==> config.mk <==
export PLATFORM = sky130hd
export DESIGN_NAME = ccs_sequencer
export DESIGN_NICKNAME = d
export VERILOG_FILES = /design/src/ccs_prescaler.v /design/src/ccs_sequencer.v
export VERILOG_INCLUDE_DIRS = /design/src /design/src/src
export SDC_FILE = /design/constraint.sdc
export NUM_CORES = 1
export LEC_CHECK = 0
export CAP_MARGIN = 40
export CORE_UTILIZATION = 59
export CTS_BUF_LIST = sky130_fd_sc_hd__clkbuf_2 sky130_fd_sc_hd__clkbuf_4 sky130_fd_sc_hd__clkbuf_8
export DETAILED_ROUTE_END_ITERATION = 8
export DONT_BUFFER_PORTS = 1
export PLACE_DENSITY = 0.78
export SLEW_MARGIN = 20
export SYNTH_ARGS = -nofsm -noshare
export SYNTH_HDL_FRONTEND = slang
export SYNTH_SLANG_ARGS = --single-unit
==> constraint.sdc <==
create_clock -name clk -period 2 [get_ports clk]
set_input_delay 0.5 -clock clk [delete_from_list [all_inputs] [get_ports clk]]
set_output_delay 0.5 -clock clk [all_outputs]
set_load 0.03 [all_outputs]
==> src/ccs_consts.vh <==
// register offsets, field positions, reset values and timing counts of the converter sequencer
`ifndef CCS_CONSTS_VH
`define CCS_CONSTS_VH

// byte addresses on the register bus
`define CCS_OFF_CHSEL      4'h0
`define CCS_OFF_CTLA       4'h4
`define CCS_OFF_CTLB       4'h8
`define CCS_OFF_RESULT     4'hC

// channel/reference select fields
`define CCS_CH_REF_BIT     6
`define CCS_CH_LJ_BIT      5
`define CCS_CH_TEMP_CODE   4'h8
`define CCS_CH_RST         8'h00

// control/status a fields
`define CCS_A_ON_BIT       7
`define CCS_A_GO_BIT       6
`define CCS_A_AUTO_BIT     5
`define CCS_A_DONE_BIT     4
`define CCS_A_IE_BIT       3
`define CCS_A_RST          8'h00

// trigger source code for free running
`define CCS_TRIG_FREE      3'h0

// conversion lengths in converter clock cycles
`define CCS_FIRST_CYCLES   5'd25
`define CCS_NORM_CYCLES    5'd13

// answer codes of the register bus
`define CCS_RESP_OKAY      2'h0
`define CCS_RESP_SLVERR    2'h2

`endif

==> src/ccs_prescaler.v <==
// converter clock prescaler producing one-cycle tick pulses
`timescale 1ns/1ns
`default_nettype none

module ccs_prescaler #(
    parameter W = 7
) (
    input  wire         clk,
    input  wire         rst,
    input  wire         run,
    input  wire [2:0]   divSel,
    output reg          tick
);
    reg  [W-1:0] count_r;
    reg  [W-1:0] limit;

    // division factor minus one; codes 0 and 1 both give 2
    always @* begin
        case (divSel)
            3'h0, 3'h1: limit = 7'h01;
            3'h2:       limit = 7'h03;
            3'h3:       limit = 7'h07;
            3'h4:       limit = 7'h0F;
            3'h5:       limit = 7'h1F;
            3'h6:       limit = 7'h3F;
            default:    limit = 7'h7F;
        endcase
    end

    // counter held at zero while off, so ticks align with enabling
    always @(posedge clk) begin
        if (rst || !run) begin
            count_r <= {W{1'b0}};
            tick    <= 1'b0;
        end else if (count_r >= limit) begin
            count_r <= {W{1'b0}};
            tick    <= 1'b1;
        end else begin
            count_r <= count_r + 1'b1;
            tick    <= 1'b0;
        end
    end
endmodule

`default_nettype wire

==> src/ccs_sequencer.v <==
// converter control sequencer: register file, conversion timing and result registers
//
// Our own choices: the AXI4-Lite register port and the register addresses.
`timescale 1ns/1ns
`default_nettype none
`include "ccs_consts.vh"

module ccs_sequencer (
    input  wire         clk,
    input  wire         rst,
    // register bus
    input  wire [3:0]   s_axi_awaddr,
    input  wire         s_axi_awvalid,
    output wire         s_axi_awready,
    input  wire [31:0]  s_axi_wdata,
    input  wire [3:0]   s_axi_wstrb,
    input  wire         s_axi_wvalid,
    output wire         s_axi_wready,
    output reg  [1:0]   s_axi_bresp,
    output reg          s_axi_bvalid,
    input  wire         s_axi_bready,
    input  wire [3:0]   s_axi_araddr,
    input  wire         s_axi_arvalid,
    output wire         s_axi_arready,
    output reg  [31:0]  s_axi_rdata,
    output reg  [1:0]   s_axi_rresp,
    output reg          s_axi_rvalid,
    input  wire         s_axi_rready,
    // analog core
    output reg  [3:0]   analogChannel,
    output reg          analogRefSupply,
    output reg          tempSensorOn,
    output reg          analogSample,
    input  wire [9:0]   analogCode,
    // trigger sources, already on this clock
    input  wire [7:0]   triggerSources,
    // processor side
    input  wire         globalIrqEnable,
    input  wire         irqAck,
    output wire         convDoneIrq,
    output wire         readLowStrobe,
    output wire         readHighStrobe
);
    //------------------------------------------------------------------
    // register word addresses and the live bits of the select register
    //------------------------------------------------------------------
    localparam [3:0] OFF_CHSEL    = `CCS_OFF_CHSEL;
    localparam [3:0] OFF_CTLA     = `CCS_OFF_CTLA;
    localparam [3:0] OFF_CTLB     = `CCS_OFF_CTLB;
    localparam [3:0] OFF_RESULT   = `CCS_OFF_RESULT;
    localparam [7:0] CH_LIVE_BITS = 8'h6F; // bits 7 and 4 unused

    //------------------------------------------------------------------
    // registers
    //------------------------------------------------------------------
    reg  [7:0]   chSel_r;       // software copy of select register
    reg          convOn_r;
    reg          autoOn_r;
    reg          doneFlag_r;
    reg          irqEn_r;
    reg  [2:0]   divSel_r;
    reg  [2:0]   trigSel_r;
    reg          busy_r;
    reg          startPend_r;
    reg          firstConv_r;   // next conversion must initialise
    reg  [4:0]   cycLeft_r;
    reg  [9:0]   result_r;
    reg  [9:0]   shadow_r;      // holds pair steady between byte reads
    reg          lowRead_r;
    reg          trigPrev_r;
    reg          awHeld_r;
    reg          wHeld_r;
    reg  [3:0]   awAddr_r;
    reg  [31:0]  wData_r;
    reg  [3:0]   wStrb_r;

    wire         tick;
    wire         trigLevel;
    wire         trigRise;
    wire         wrFire;
    wire         rdFire;
    wire [3:0]   wrAddr;
    wire [31:0]  wrData;
    wire [3:0]   wrStrb;
    wire         wrChSel;
    wire         wrCtlA;
    wire         wrCtlB;
    wire         finish;
    wire         freeRun;
    wire [15:0]  resultView;
    wire [9:0]   shownCode;
    wire         onWrite;
    wire         offWrite;
    wire         swStart;
    wire         abortNow;
    wire         resultRd;

    //------------------------------------------------------------------
    // write channel: address and data taken in either order
    //------------------------------------------------------------------
    assign s_axi_awready = !awHeld_r && !s_axi_bvalid;
    assign s_axi_wready  = !wHeld_r && !s_axi_bvalid;
    assign wrAddr = awHeld_r ? awAddr_r : s_axi_awaddr;
    assign wrData = wHeld_r ? wData_r : s_axi_wdata;
    assign wrStrb = wHeld_r ? wStrb_r : s_axi_wstrb;
    assign wrFire = (awHeld_r || s_axi_awvalid) && (wHeld_r || s_axi_wvalid) && !s_axi_bvalid;
    assign wrChSel = wrFire && wrStrb[0] && (wrAddr[3:2] == OFF_CHSEL[3:2]);
    assign wrCtlA  = wrFire && wrStrb[0] && (wrAddr[3:2] == OFF_CTLA[3:2]);
    assign wrCtlB  = wrFire && wrStrb[0] && (wrAddr[3:2] == OFF_CTLB[3:2]);

    // hold whichever half arrives first, answer once both are in
    // neither half of the next write is taken before the answer is
    always @(posedge clk) begin
        if (rst) begin
            awHeld_r     <= 1'b0;
            wHeld_r      <= 1'b0;
            awAddr_r     <= 4'h0;
            wData_r      <= 32'h0000_0000;
            wStrb_r      <= 4'h0;
            s_axi_bvalid <= 1'b0;
            s_axi_bresp  <= `CCS_RESP_OKAY;
        end else begin
            if (wrFire) begin
                awHeld_r     <= 1'b0;
                wHeld_r      <= 1'b0;
                s_axi_bvalid <= 1'b1;
                // result word is read only
                s_axi_bresp  <= (wrAddr[3:2] == OFF_RESULT[3:2]) ?
                                `CCS_RESP_SLVERR : `CCS_RESP_OKAY;
            end else begin
                if (s_axi_awvalid && s_axi_awready) begin
                    awHeld_r <= 1'b1;
                    awAddr_r <= s_axi_awaddr;
                end
                if (s_axi_wvalid && s_axi_wready) begin
                    wHeld_r <= 1'b1;
                    wData_r <= s_axi_wdata;
                    wStrb_r <= s_axi_wstrb;
                end
                if (s_axi_bvalid && s_axi_bready)
                    s_axi_bvalid <= 1'b0;
            end
        end
    end

    //------------------------------------------------------------------
    // converter clock
    //------------------------------------------------------------------
    // counter held while off, so the first tick is a full period after enabling
    ccs_prescaler #(
        .W      (7)
    ) ccs_prescaler_inst (
        .clk    (clk),
        .rst    (rst),
        .run    (convOn_r),
        .divSel (divSel_r),
        .tick   (tick)
    );

    //------------------------------------------------------------------
    // trigger edge detect; free running triggers on completion instead
    //------------------------------------------------------------------
    assign freeRun   = (trigSel_r == `CCS_TRIG_FREE);
    assign trigLevel = freeRun ? 1'b0 : triggerSources[trigSel_r];
    assign trigRise  = trigLevel && !trigPrev_r;
    assign finish    = busy_r && tick && (cycLeft_r == 5'd1);

    always @(posedge clk) begin
        if (rst)
            trigPrev_r <= 1'b0;
        else
            trigPrev_r <= trigLevel;
    end

    //------------------------------------------------------------------
    // start and abort requests
    //------------------------------------------------------------------
    // enabling and starting in one write must survive the old enable state
    assign onWrite  = wrCtlA && wrData[`CCS_A_ON_BIT];
    assign offWrite = wrCtlA && !wrData[`CCS_A_ON_BIT];
    assign swStart  = onWrite && wrData[`CCS_A_GO_BIT];
    // writing zero to the start bit leaves a running conversion alone
    assign abortNow = offWrite || (!convOn_r && !onWrite);

    //------------------------------------------------------------------
    // control registers and conversion sequence
    //------------------------------------------------------------------
    always @(posedge clk) begin
        if (rst) begin
            chSel_r       <= `CCS_CH_RST;
            convOn_r      <= 1'b0;
            autoOn_r      <= 1'b0;
            irqEn_r       <= 1'b0;
            divSel_r      <= 3'h0;
            trigSel_r     <= 3'h0;
            doneFlag_r    <= 1'b0;
            busy_r        <= 1'b0;
            startPend_r   <= 1'b0;
            firstConv_r   <= 1'b1;
            cycLeft_r     <= 5'd0;
            result_r      <= 10'h000;
            analogChannel <= 4'h0;
            analogRefSupply <= 1'b0;
            tempSensorOn  <= 1'b0;
            analogSample  <= 1'b0;
        end else begin
            analogSample <= 1'b0;
            if (wrChSel)
                chSel_r <= wrData[7:0] & CH_LIVE_BITS;
            if (wrCtlB)
                trigSel_r <= wrData[2:0];
            if (wrCtlA) begin
                convOn_r <= wrData[`CCS_A_ON_BIT];
                autoOn_r <= wrData[`CCS_A_AUTO_BIT];
                irqEn_r  <= wrData[`CCS_A_IE_BIT];
                divSel_r <= wrData[2:0];
            end
            // a start written with the enable in one go also counts
            if (swStart && !busy_r)
                startPend_r <= 1'b1;
            else if (convOn_r && autoOn_r && trigRise && !busy_r)
                startPend_r <= 1'b1;
            else if (finish && autoOn_r && freeRun)
                startPend_r <= 1'b1;
            // selection follows the written value only while idle
            // limitation: following resumes as busy drops, not a converter cycle early
            if (!busy_r) begin
                analogChannel   <= chSel_r[3:0];
                analogRefSupply <= chSel_r[`CCS_CH_REF_BIT];
                tempSensorOn    <= (chSel_r[3:0] == `CCS_CH_TEMP_CODE);
            end
            if (convOn_r && !busy_r && startPend_r && tick) begin
                busy_r      <= 1'b1;
                startPend_r <= 1'b0;
                firstConv_r <= 1'b0;
                analogSample <= 1'b1;
                cycLeft_r   <= firstConv_r ? `CCS_FIRST_CYCLES : `CCS_NORM_CYCLES;
            end else if (busy_r && tick) begin
                cycLeft_r <= cycLeft_r - 5'd1;
                if (cycLeft_r == 5'd1) begin
                    busy_r <= 1'b0;
                    // result loads with the done flag unless a low byte read holds the lock
                    if (!lowRead_r)
                        result_r <= analogCode;
                end
            end
            // done flag: completion wins over a clear in the same cycle
            // acknowledge and a written one clear it alike
            if (finish)
                doneFlag_r <= 1'b1;
            else if (irqAck || (wrCtlA && wrData[`CCS_A_DONE_BIT]))
                doneFlag_r <= 1'b0;
            // turning off aborts and forces the next run to initialise
            if (abortNow) begin
                busy_r      <= 1'b0;
                startPend_r <= 1'b0;
                firstConv_r <= 1'b1;
                if (offWrite && finish)
                    doneFlag_r <= 1'b1;
            end
        end
    end

    //------------------------------------------------------------------
    // result presentation and byte read lock
    //------------------------------------------------------------------
    // lock off: view follows the live result, justification applied at once
    assign shownCode  = lowRead_r ? shadow_r : result_r;
    assign resultView = chSel_r[`CCS_CH_LJ_BIT] ? {shownCode, 6'h00} : {6'h00, shownCode};
    // trade-off: the lock freezes the live result too, so a code finished meanwhile is lost
    assign resultRd       = rdFire && (s_axi_araddr[3:2] == OFF_RESULT[3:2]);
    assign readLowStrobe  = resultRd && (s_axi_araddr[1:0] == 2'b00);
    assign readHighStrobe = resultRd && s_axi_araddr[0];

    // low byte read freezes the pair until the high byte is read
    always @(posedge clk) begin
        if (rst) begin
            lowRead_r <= 1'b0;
            shadow_r  <= 10'h000;
        end else if (readLowStrobe) begin
            lowRead_r <= 1'b1;
            shadow_r  <= result_r;
        end else if (readHighStrobe) begin
            lowRead_r <= 1'b0;
        end
    end

    assign convDoneIrq = doneFlag_r && irqEn_r && globalIrqEnable;

    //------------------------------------------------------------------
    // read channel: one cycle answer, held until rready
    //------------------------------------------------------------------
    assign s_axi_arready = !s_axi_rvalid;
    assign rdFire        = s_axi_arvalid && s_axi_arready;

    always @(posedge clk) begin
        if (rst) begin
            s_axi_rvalid <= 1'b0;
            s_axi_rdata  <= 32'h0000_0000;
            s_axi_rresp  <= `CCS_RESP_OKAY;
        end else if (rdFire) begin
            s_axi_rvalid <= 1'b1;
            s_axi_rresp  <= `CCS_RESP_OKAY;
            // start reads as pending or busy, so software sees it at once
            case (s_axi_araddr[3:2])
                2'h0:    s_axi_rdata <= {24'h000000, chSel_r};
                2'h1:    s_axi_rdata <= {24'h000000, convOn_r, busy_r || startPend_r,
                                         autoOn_r, doneFlag_r, irqEn_r, divSel_r};
                2'h2:    s_axi_rdata <= {29'h0000_0000, trigSel_r};
                default: s_axi_rdata <= {16'h0000, resultView};
            endcase
        end else if (s_axi_rready) begin
            s_axi_rvalid <= 1'b0;
        end
    end
endmodule

`default_nettype wire

Word level (Yosys, flattened, before mapping)
Index checks and enable logic that the tools add are counted.
{ "word_totals": {"ff_bits": 112, "latch_bits": 0, "mem_bits_rw": 0, "romBits": 0, "input_bits": 71, "out_inout_bits": 51, "word_cells": 153, "memories": 0} }
{ "op_classes": {"n_addsub": 2, "n_mul": 0, "div_mod_pow": 0, "n_lt_le_gt_ge": 2, "n_eq_ne": 14, "shifts": 0, "n_mux": 32, "n_bitwise": 3, "reduce_logical": 70} }
{ "ops": {"columns": ["cell", "count"], "rows": [
  ["16-bit case mux with 3 select lines", 1],
  ["7-bit case mux with 6 select lines", 1],
  ["1-bit logical AND", 35],
  ["1-bit 2-to-1 mux", 21],
  ["16-bit 2-to-1 mux", 1],
  ["5-bit 2-to-1 mux", 3],
  ["10-bit 2-to-1 mux", 1],
  ["2-bit nonzero test", 5],
  ["3-bit equality test (second input constant)", 3],
  ["1-bit zero test", 9],
  ["2-bit equality test (second input constant)", 4],
  ["8-bit 2-to-1 mux", 1],
  ["2-bit OR reduction", 4],
  ["7-bit by 1-bit adder with 7-bit output (second input constant)", 1],
  ["7-bit >= comparator", 1],
  ["3-bit by 2-bit equality test with 1-bit output (second input constant)", 2],
  ["2-bit zero test", 3],
  ["3-bit zero test", 2],
  ["1-bit logical OR", 6],
  ["2-bit AND reduction", 3],
  ["5-bit by 1-bit equality test with 1-bit output (second input constant)", 1],
  ["5-bit by 1-bit subtractor with 5-bit output (second input constant)", 1],
  ["2-bit by 1-bit equality test with 1-bit output (second input constant)", 2],
  ["4-bit equality test (second input constant)", 1],
  ["other kinds (9)", 11]
]} }

Longest topological paths before layout
Gate-level depths: netlist (run 1).
{ "depth": {"depth_word": 11, "depth_mapped": 8, "ltp_nobuf": 7} }

Cells and area by module
From an unflattened synthesis (run 1), not the netlist that was laid out.
{ "hier_totals": {"cells_unflattened": 480, "hier_area_um2": 4398.0} }
{ "modules_own_cells": {"columns": ["module", "n_inst", "cells_each", "area_per_inst_um2", "seq_area_each_um2"], "rows": [
  ["ccs_sequencer", 1, 429, 3927.5, 1701.6],
  ["ccs_prescaler", 1, 51, 470.5, 160.2]
]} }

Worst setup path before layout (run 1)
No wires, ideal clock.
{ "synth_timing": {"path_kind": "in2out", "start": "input port s_axi_arvalid", "end": "output port readLowStrobe", "t_arrival_ns": 1.601, "required_ns": 1.500, "setup_slack_ns": -0.101, "path_stages": 6, "n_path_buf": 2, "cell_sequence": "nor2b_1 > clkbuf_1 > nand2_1 > or3_1 > inv_1 > buf_2"} }
{ "synth_between": {"elab_chain_len": 3} }
{ "synth_rtl": {"columns": ["element", "line", "rtl"], "rows": [
  ["start, declared", "ccs_sequencer.v:23", "input wire s_axi_arvalid,"],
  ["1-bit logical AND", "ccs_sequencer.v:294", "assign rdFire = s_axi_arvalid && s_axi_arready;"],
  ["1-bit logical AND", "ccs_sequencer.v:271", "assign resultRd = rdFire && (s_axi_araddr[3:2] == OFF_RESULT[3:2]);"],
  ["1-bit logical AND", "ccs_sequencer.v:272", "assign readLowStrobe = resultRd && (s_axi_araddr[1:0] == 2'b00);"],
  ["end, declared", "ccs_sequencer.v:41", "output wire readLowStrobe,"]
]} }
Every way passes these cells.

Final worst setup path (run 1)
{ "layout_timing": {"start": "register s_axi_rvalid", "end": "output port readLowStrobe"} }
{ "layout_between": {"elab_chain_len": 4} }
{ "layout_rtl": {"columns": ["element", "line", "rtl"], "rows": [
  ["start, declared", "ccs_sequencer.v:27", "output reg s_axi_rvalid,"],
  ["start signal, assigned", "ccs_sequencer.v:298", "s_axi_rvalid <= 1'b0;"],
  ["start signal, assigned", "ccs_sequencer.v:302", "s_axi_rvalid <= 1'b1;"],
  ["start signal, assigned", "ccs_sequencer.v:313", "s_axi_rvalid <= 1'b0;"],
  ["1-bit zero test", "ccs_sequencer.v:293", "assign s_axi_arready = !s_axi_rvalid;"],
  ["1-bit logical AND", "ccs_sequencer.v:294", null],
  ["1-bit logical AND", "ccs_sequencer.v:271", null],
  ["1-bit logical AND", "ccs_sequencer.v:272", null]
]} }
Every way passes these cells.

==> flow_summary.ini, run 1 <==
[floorplanning]
start_util_pct = 62.1
core_area_um2 = 6910
die_h_um = 87.3
rows = 30
die-area_um2 = 7620
die_w_um = 87.3
pin_count = 122

[final_layout]
postLayoutCellArea_um2 = 4600
fin_cells = 580
syn_to_final_growth_pct = 7.20
post-route-util_pct = 66.6
drive_gt1_share_pct = 13.4
final_cell_mix = dfxtp_1, nor2_1, mux2i_1
layout.cells.most_common = dfxtp_1
fillCellCount = 554
multi_input_area_um2 = 2210
fin_nets = 559
seq_area_um2 = 1860
diodes = 0

[sta]
tightest_slew_ns = 0.603
slew_headroom_pct = 59.8
setup_viol = 0
fmax_mhz = 517
final.setup_skew_ns = 0.00809
hold_viol = 0
finalCriticalPeriod_ns = 1.93
setup_tns_ns = 0
rsz0062_at_grt = false
worst_slack_ns = 0.0665
drv_slew = 0
fin_crit_sh_pct = 96.7
fin_hold_ws_ns = 0.190

[synthesis]
synth_flop_cell = dfxtp_1
synth_area_leaders = dfxtp_1, mux2i_1, nor2_1, nand2_1, mux2_2
ys_ff_latch = 93
async_flop_share_pct = 0
synthesis.area_um2 = 4290
ys_seq_area_share_pct = 43.4
post-synth-top-area-cell = dfxtp_1
synth_cell_types = 47
avgSynthCellArea_um2 = 9.05
synth_top_area_share_pct = 43.4
synthCells = 474
synth_edf_count = 0
ys_warn_count = 0

[clocking]
cts_root_buf = clkbuf_8
cts_setup_buffers = 0
clock_path_buffers = 2
cts.htree.levels = 3
cts_sinks = 93
cts_hold_buf = 0
cts_buffers = 9
clk_pin_slew_ns = 0.09
cts_tree = done
clock_latency_ns = 0.37

[global_routing]
grt_max_degree = 86
first_global_vias = 3107
grt_overflow = 0
track_usage_pct = 24.7
antenna_found_initial = 0
grt_pass1_wl_um = 14300

[placed_design]
place_area_um2 = 4380
dp_hpwl_um = 6510
gp_congestion = 0.824
dp_worst_setup_slack_ns = 0.0304
placed_cells_incl_taps = 564
port_buffers = 0

[power]
p_leak_nw = 1.90
peakVddDrop_uv = 517
p_total_mw = 3.48
p_per_area_nw_per_um2 = 757

[drt]
firstDrtPassIters = 4
finalWirelength_um = 9090
wire_per_inst_um = 15.7
routed-via-count = 3216
antenna_left = 0
viasPerCell = 5.54
drt_iter0_drc = 223
drc_errors = 0

[critical_path]
path_max_fanout = 3
worst-setup-path-type = reg -> out
endpoint_kind = output port
start_kind = flop
cp.arrival_ns = 1.43
cp_data_required_time_ns = 1.50

[job]
cap_viol_max_count = 0

[min_path]
hold_path.class = in -> reg

[outcome]
status = finished, final reports clean
[Yosys cell counts, types with 4 or more instances]
library cell,n
nor3_1,7
xnor2_1,5
mux2i_1,51
nand2b_1,6
ha_1,9
a21oi_1,26
and3_1,6
a22oi_1,7
nor2_1,85
buf_1,5
inv_1,10
a21o_1,4
o21ai_0,5
mux2_2,13
nand3_1,9
a211oi_1,5
buf_4,19
nand2_1,44
dfxtp_1,93
mux4_2,4
clkbuf_1,17
nor2b_1,4
[registers in the layout, indices dropped and copies added (netlist names), 2 cells and up]
name,flops
analogChannel,4
awAddr_r,2
ccs_prescaler_inst.count_r,7
chSel_r,6
cycLeft_r,5
divSel_r,3
result_r,10
s_axi_rdata,16
shadow_r,10
trigSel_r,3
wData_r,8
[routing by layer]
metal  up-vias  GRT usage [%]  routed length (um)
met4         0           10.6                 183
met1      1508           29.8                3930
met3        14           5.97                 531
met2        98           41.9                4450
met5         -              0                   0
li1       1596              -                   -
[worst max-delay path: stages (launching register included)]
cell     delay (ns)
dfxtp_1        0.33
nor2b_1        0.15
nand2_1        0.11
or3_4          0.37
inv_4          0.11
[final timing paths]
kind	start	endpoint	slack, ns	depth (start not counted)
max reg2reg	divSel_r[2]	ccs_prescaler_inst.count_r[4]	0.15	8
min reg2reg	firstConv_r	firstConv_r	0.45	2
max	s_axi_rvalid	readLowStrobe	0.07	4
min	rst	analogRefSupply	0.19	1
[power breakdown]
group	internal, mW	switching (mW)	total (mW)
registers	1.88	0.0473	1.93
logic	0.115	0.181	0.296
clock network	0.579	0.676	1.26
[cell type report]
class | instances | share of cell area, %
multi-input combinational | 343 | 48.1
sequential | 93 | 40.5
timing repair buffer | 22 | 3.59
clock buffer | 9 | 2.69
tap | 96 | 2.61
clock inverter | 7 | 1.60
inverter | 10 | 0.870
[what timing repair did]
item	CTS	global route
gates resized for setup	2	7
endpoints found under the setup margin	2	10
endpoints found under the hold margin	0	0
[cell families after synthesis]
kind of cell	count (synthesis)	synth area share, %
and+or+nand+nor	179	18.7
DFF	93	43.4
muxes	69	17.9
AOI/OAI and AO/OA	60	8.89
buffers and inverters	56	7.00
adders and majority gates	9	2.62
xor gates and xnor gates	7	1.43
other	1	0.0874
No activity file was read; power rests on OpenSTA's default activity.
==> inputs of run 2 (changes only) <==
--- a/config.mk
+++ b/config.mk
@@ -6,6 +6,7 @@
 export SDC_FILE = /design/constraint.sdc
 export NUM_CORES = 1
 export LEC_CHECK = 0
+export ABC_AREA = 1
 export CAP_MARGIN = 40
 export CORE_UTILIZATION = 59
 export CTS_BUF_LIST = sky130_fd_sc_hd__clkbuf_2 sky130_fd_sc_hd__clkbuf_4 sky130_fd_sc_hd__clkbuf_8
==> run 2 against run 1 <==
  * Sequential power up 4%
  * Wire length decreased by 0.74%
  * First-iteration DRC count fell by 31%
  * Critical endpoint is now readHighStrobe
==> flow_summary.ini, run 2 <==
[outcome]
status = finished, final reports clean

[power]
p_per_area_nw_per_um2 = 800
peakVddDrop_uv = 661
p_leak_nw = 1.80

[global_routing]
track_usage_pct = 25.0
antenna_found_initial = 0
grt_max_degree = 28
first_global_vias = 3297
grt_pass1_wl_um = 14800
grt_overflow = 0

[sta]
setup_viol = 0
worst_slack_ns = 0.128
rsz0062_at_grt = false
finalCriticalPeriod_ns = 1.87
setup_tns_ns = 0
hold_viol = 0
final.setup_skew_ns = 0.0113
fin_crit_sh_pct = 93.6
fmax_mhz = 534
drv_slew = 0

[clocking]
cts.htree.levels = 3
clock_path_buffers = 2
cts_buffers = 9
cts_sinks = 93
clk_pin_slew_ns = 0.10
cts_hold_buf = 0
clock_latency_ns = 0.36
cts_tree = done
cts_root_buf = clkbuf_8
cts_setup_buffers = 0
cts_resized = 0

[drt]
routed-via-count = 3709
drt_iter0_drc = 153
antenna_left = 0
finalWirelength_um = 9020
wire_per_inst_um = 12.9
firstDrtPassIters = 5
drc_errors = 0
viasPerCell = 5.31

[placed_design]
port_buffers = 0
dp_hpwl_um = 6840
dp_worst_setup_slack_ns = 0.234
gp_congestion = 0.865

[floorplanning]
die_h_um = 87.8
die-area_um2 = 7710
rows = 30
core_area_um2 = 6940
start_util_pct = 62.5
die_w_um = 87.8
pin_count = 122

[critical_path]
crit_slowest_cell = dfxtp_1
critPathMaxStageDelay_ns = 0.33
critPathBufInv = 3
r2r-end = ccs_prescaler_inst.count_r[6]
endpoint_kind = output port
cp.arrival_ns = 1.37
crit_family = buffers and inverters
crit_chain = inv_1 -> nand2_1 -> nor2_2 -> inv_1 -> nor2_2 -> buf_4
r2r_slack_ns = 0.21
r2r_cells = 7
start_kind = flop
path_max_fanout = 4
worst-setup-path-type = reg -> out
timing.rr.start = divSel_r[2]
cp_data_required_time_ns = 1.50

[synthesis]
synth_area_leaders = dfxtp_1, nand2_1, a21oi_1, o21ai_0, inv_1
synth.most_common_cell = nand2_1
synthesis.area_um2 = 4340
synth_cell_types = 39
synth_top_area_share_pct = 42.9
ys_warn_count = 0
ys_ff_latch = 93
synth_common_cells = nand2_1, dfxtp_1, a21oi_1
synth_edf_count = 0
ys_seq_area_share_pct = 42.9
synth_flop_cell = dfxtp_1
async_flop_share_pct = 0
synthCells = 596
avgSynthCellArea_um2 = 7.29
post-synth-top-area-cell = dfxtp_1

[final_layout]
fillCellCount = 613
diodes = 0
largest_reg_flops = 16
fin_nets = 678
top_regs = s_axi_rdata (16), result_r (10), shadow_r (10)
drive_gt1_share_pct = 8.96
regMostFlops = s_axi_rdata
layout.cells.most_common = nand2_1
syn_to_final_growth_pct = 5.42
final_cell_mix = nand2_1, dfxtp_1, a21oi_1

[min_path]
min_from = rst
hold_path.class = in -> reg
whs_endpoint = shadow_r[1]
worstHoldPathCells = 1

[job]
cap_viol_max_count = 0
[run 2: metal layers]
metal | global-route usage, % | part of all wire (%)
met2 | 40.7 | 47
met3 | 6.50 | 7.4
met5 | 0 | 0
met1 | 30.8 | 44
met4 | 12.4 | 2.0
[run 2: cell families after synthesis]
| kind of cell | Yosys count | synth area share, % |
|---|---|---|
| fa+ha+maj | 9 | 2.59 |
| flops | 93 | 42.9 |
| compound gates | 157 | 19.4 |
| simple gates | 220 | 22.1 |
| buf+inv | 111 | 12.0 |
| xor+xnor | 5 | 1.01 |
| other cells | 1 | 0.0863 |
[run 2: how the worst max path moves through the flow]
stage                    start  cells past startpoint                             to
2_1_floorplan     s_axi_rvalid                      5                 readHighStrobe
6_report          s_axi_rvalid                      6                 readHighStrobe
3_3_place_gp   s_axi_araddr[2]                      5                 readHighStrobe
5_1_grt           s_axi_rvalid                      6                 readHighStrobe
3_5_place_dp       divSel_r[2]                      7  ccs_prescaler_inst.count_r[6]
4_1_cts           s_axi_rvalid                      6                 readHighStrobe
[run 2: final cells by class]
type	count	area (um^2)	share of cell area [%]
Clock buffer	10	131	2.87
Clock inverter	6	70.1	1.53
Inverter	71	267	5.82
Multi-Input combinational cell	410	2030	44.4
Sequential cell	93	1860	40.7
Tap cell	96	120	2.62
Timing Repair Buffer	13	97.6	2.13
[run 2: power by group]
group / internal, mW / switching, mW / total (mW)
combinational: 0.109 / 0.270 / 0.379
clock: 0.601 / 0.684 / 1.29
sequential: 1.92 / 0.0829 / 2.00
total: 2.63 / 1.04 / 3.66
[run 2: worst register-to-register path, cell delays in order, from the launching register on]
cell	delay, ns
dfxtp_1	0.41
o21ai_0	0.13
ha_1	0.31
a21oi_1	0.13
nor2_1	0.05
a211oi_1	0.25
nand3b_1	0.28
nor2_1	0.17
[run 2: stage by stage]
step                cell area (um^2)  instances  hold WS, ns  utilization (%)  total power, mW
floorplan                       4410        614        0.424                -             2.38
global placement                4380        683        0.430             63.0             2.41
detailed placement              4380        683        0.439             63.0             2.42
CTS                             4580        699        0.178             65.9             3.68
global route                    4580        699        0.164             65.9             3.83
finish                          4580        699        0.194             65.9             3.66
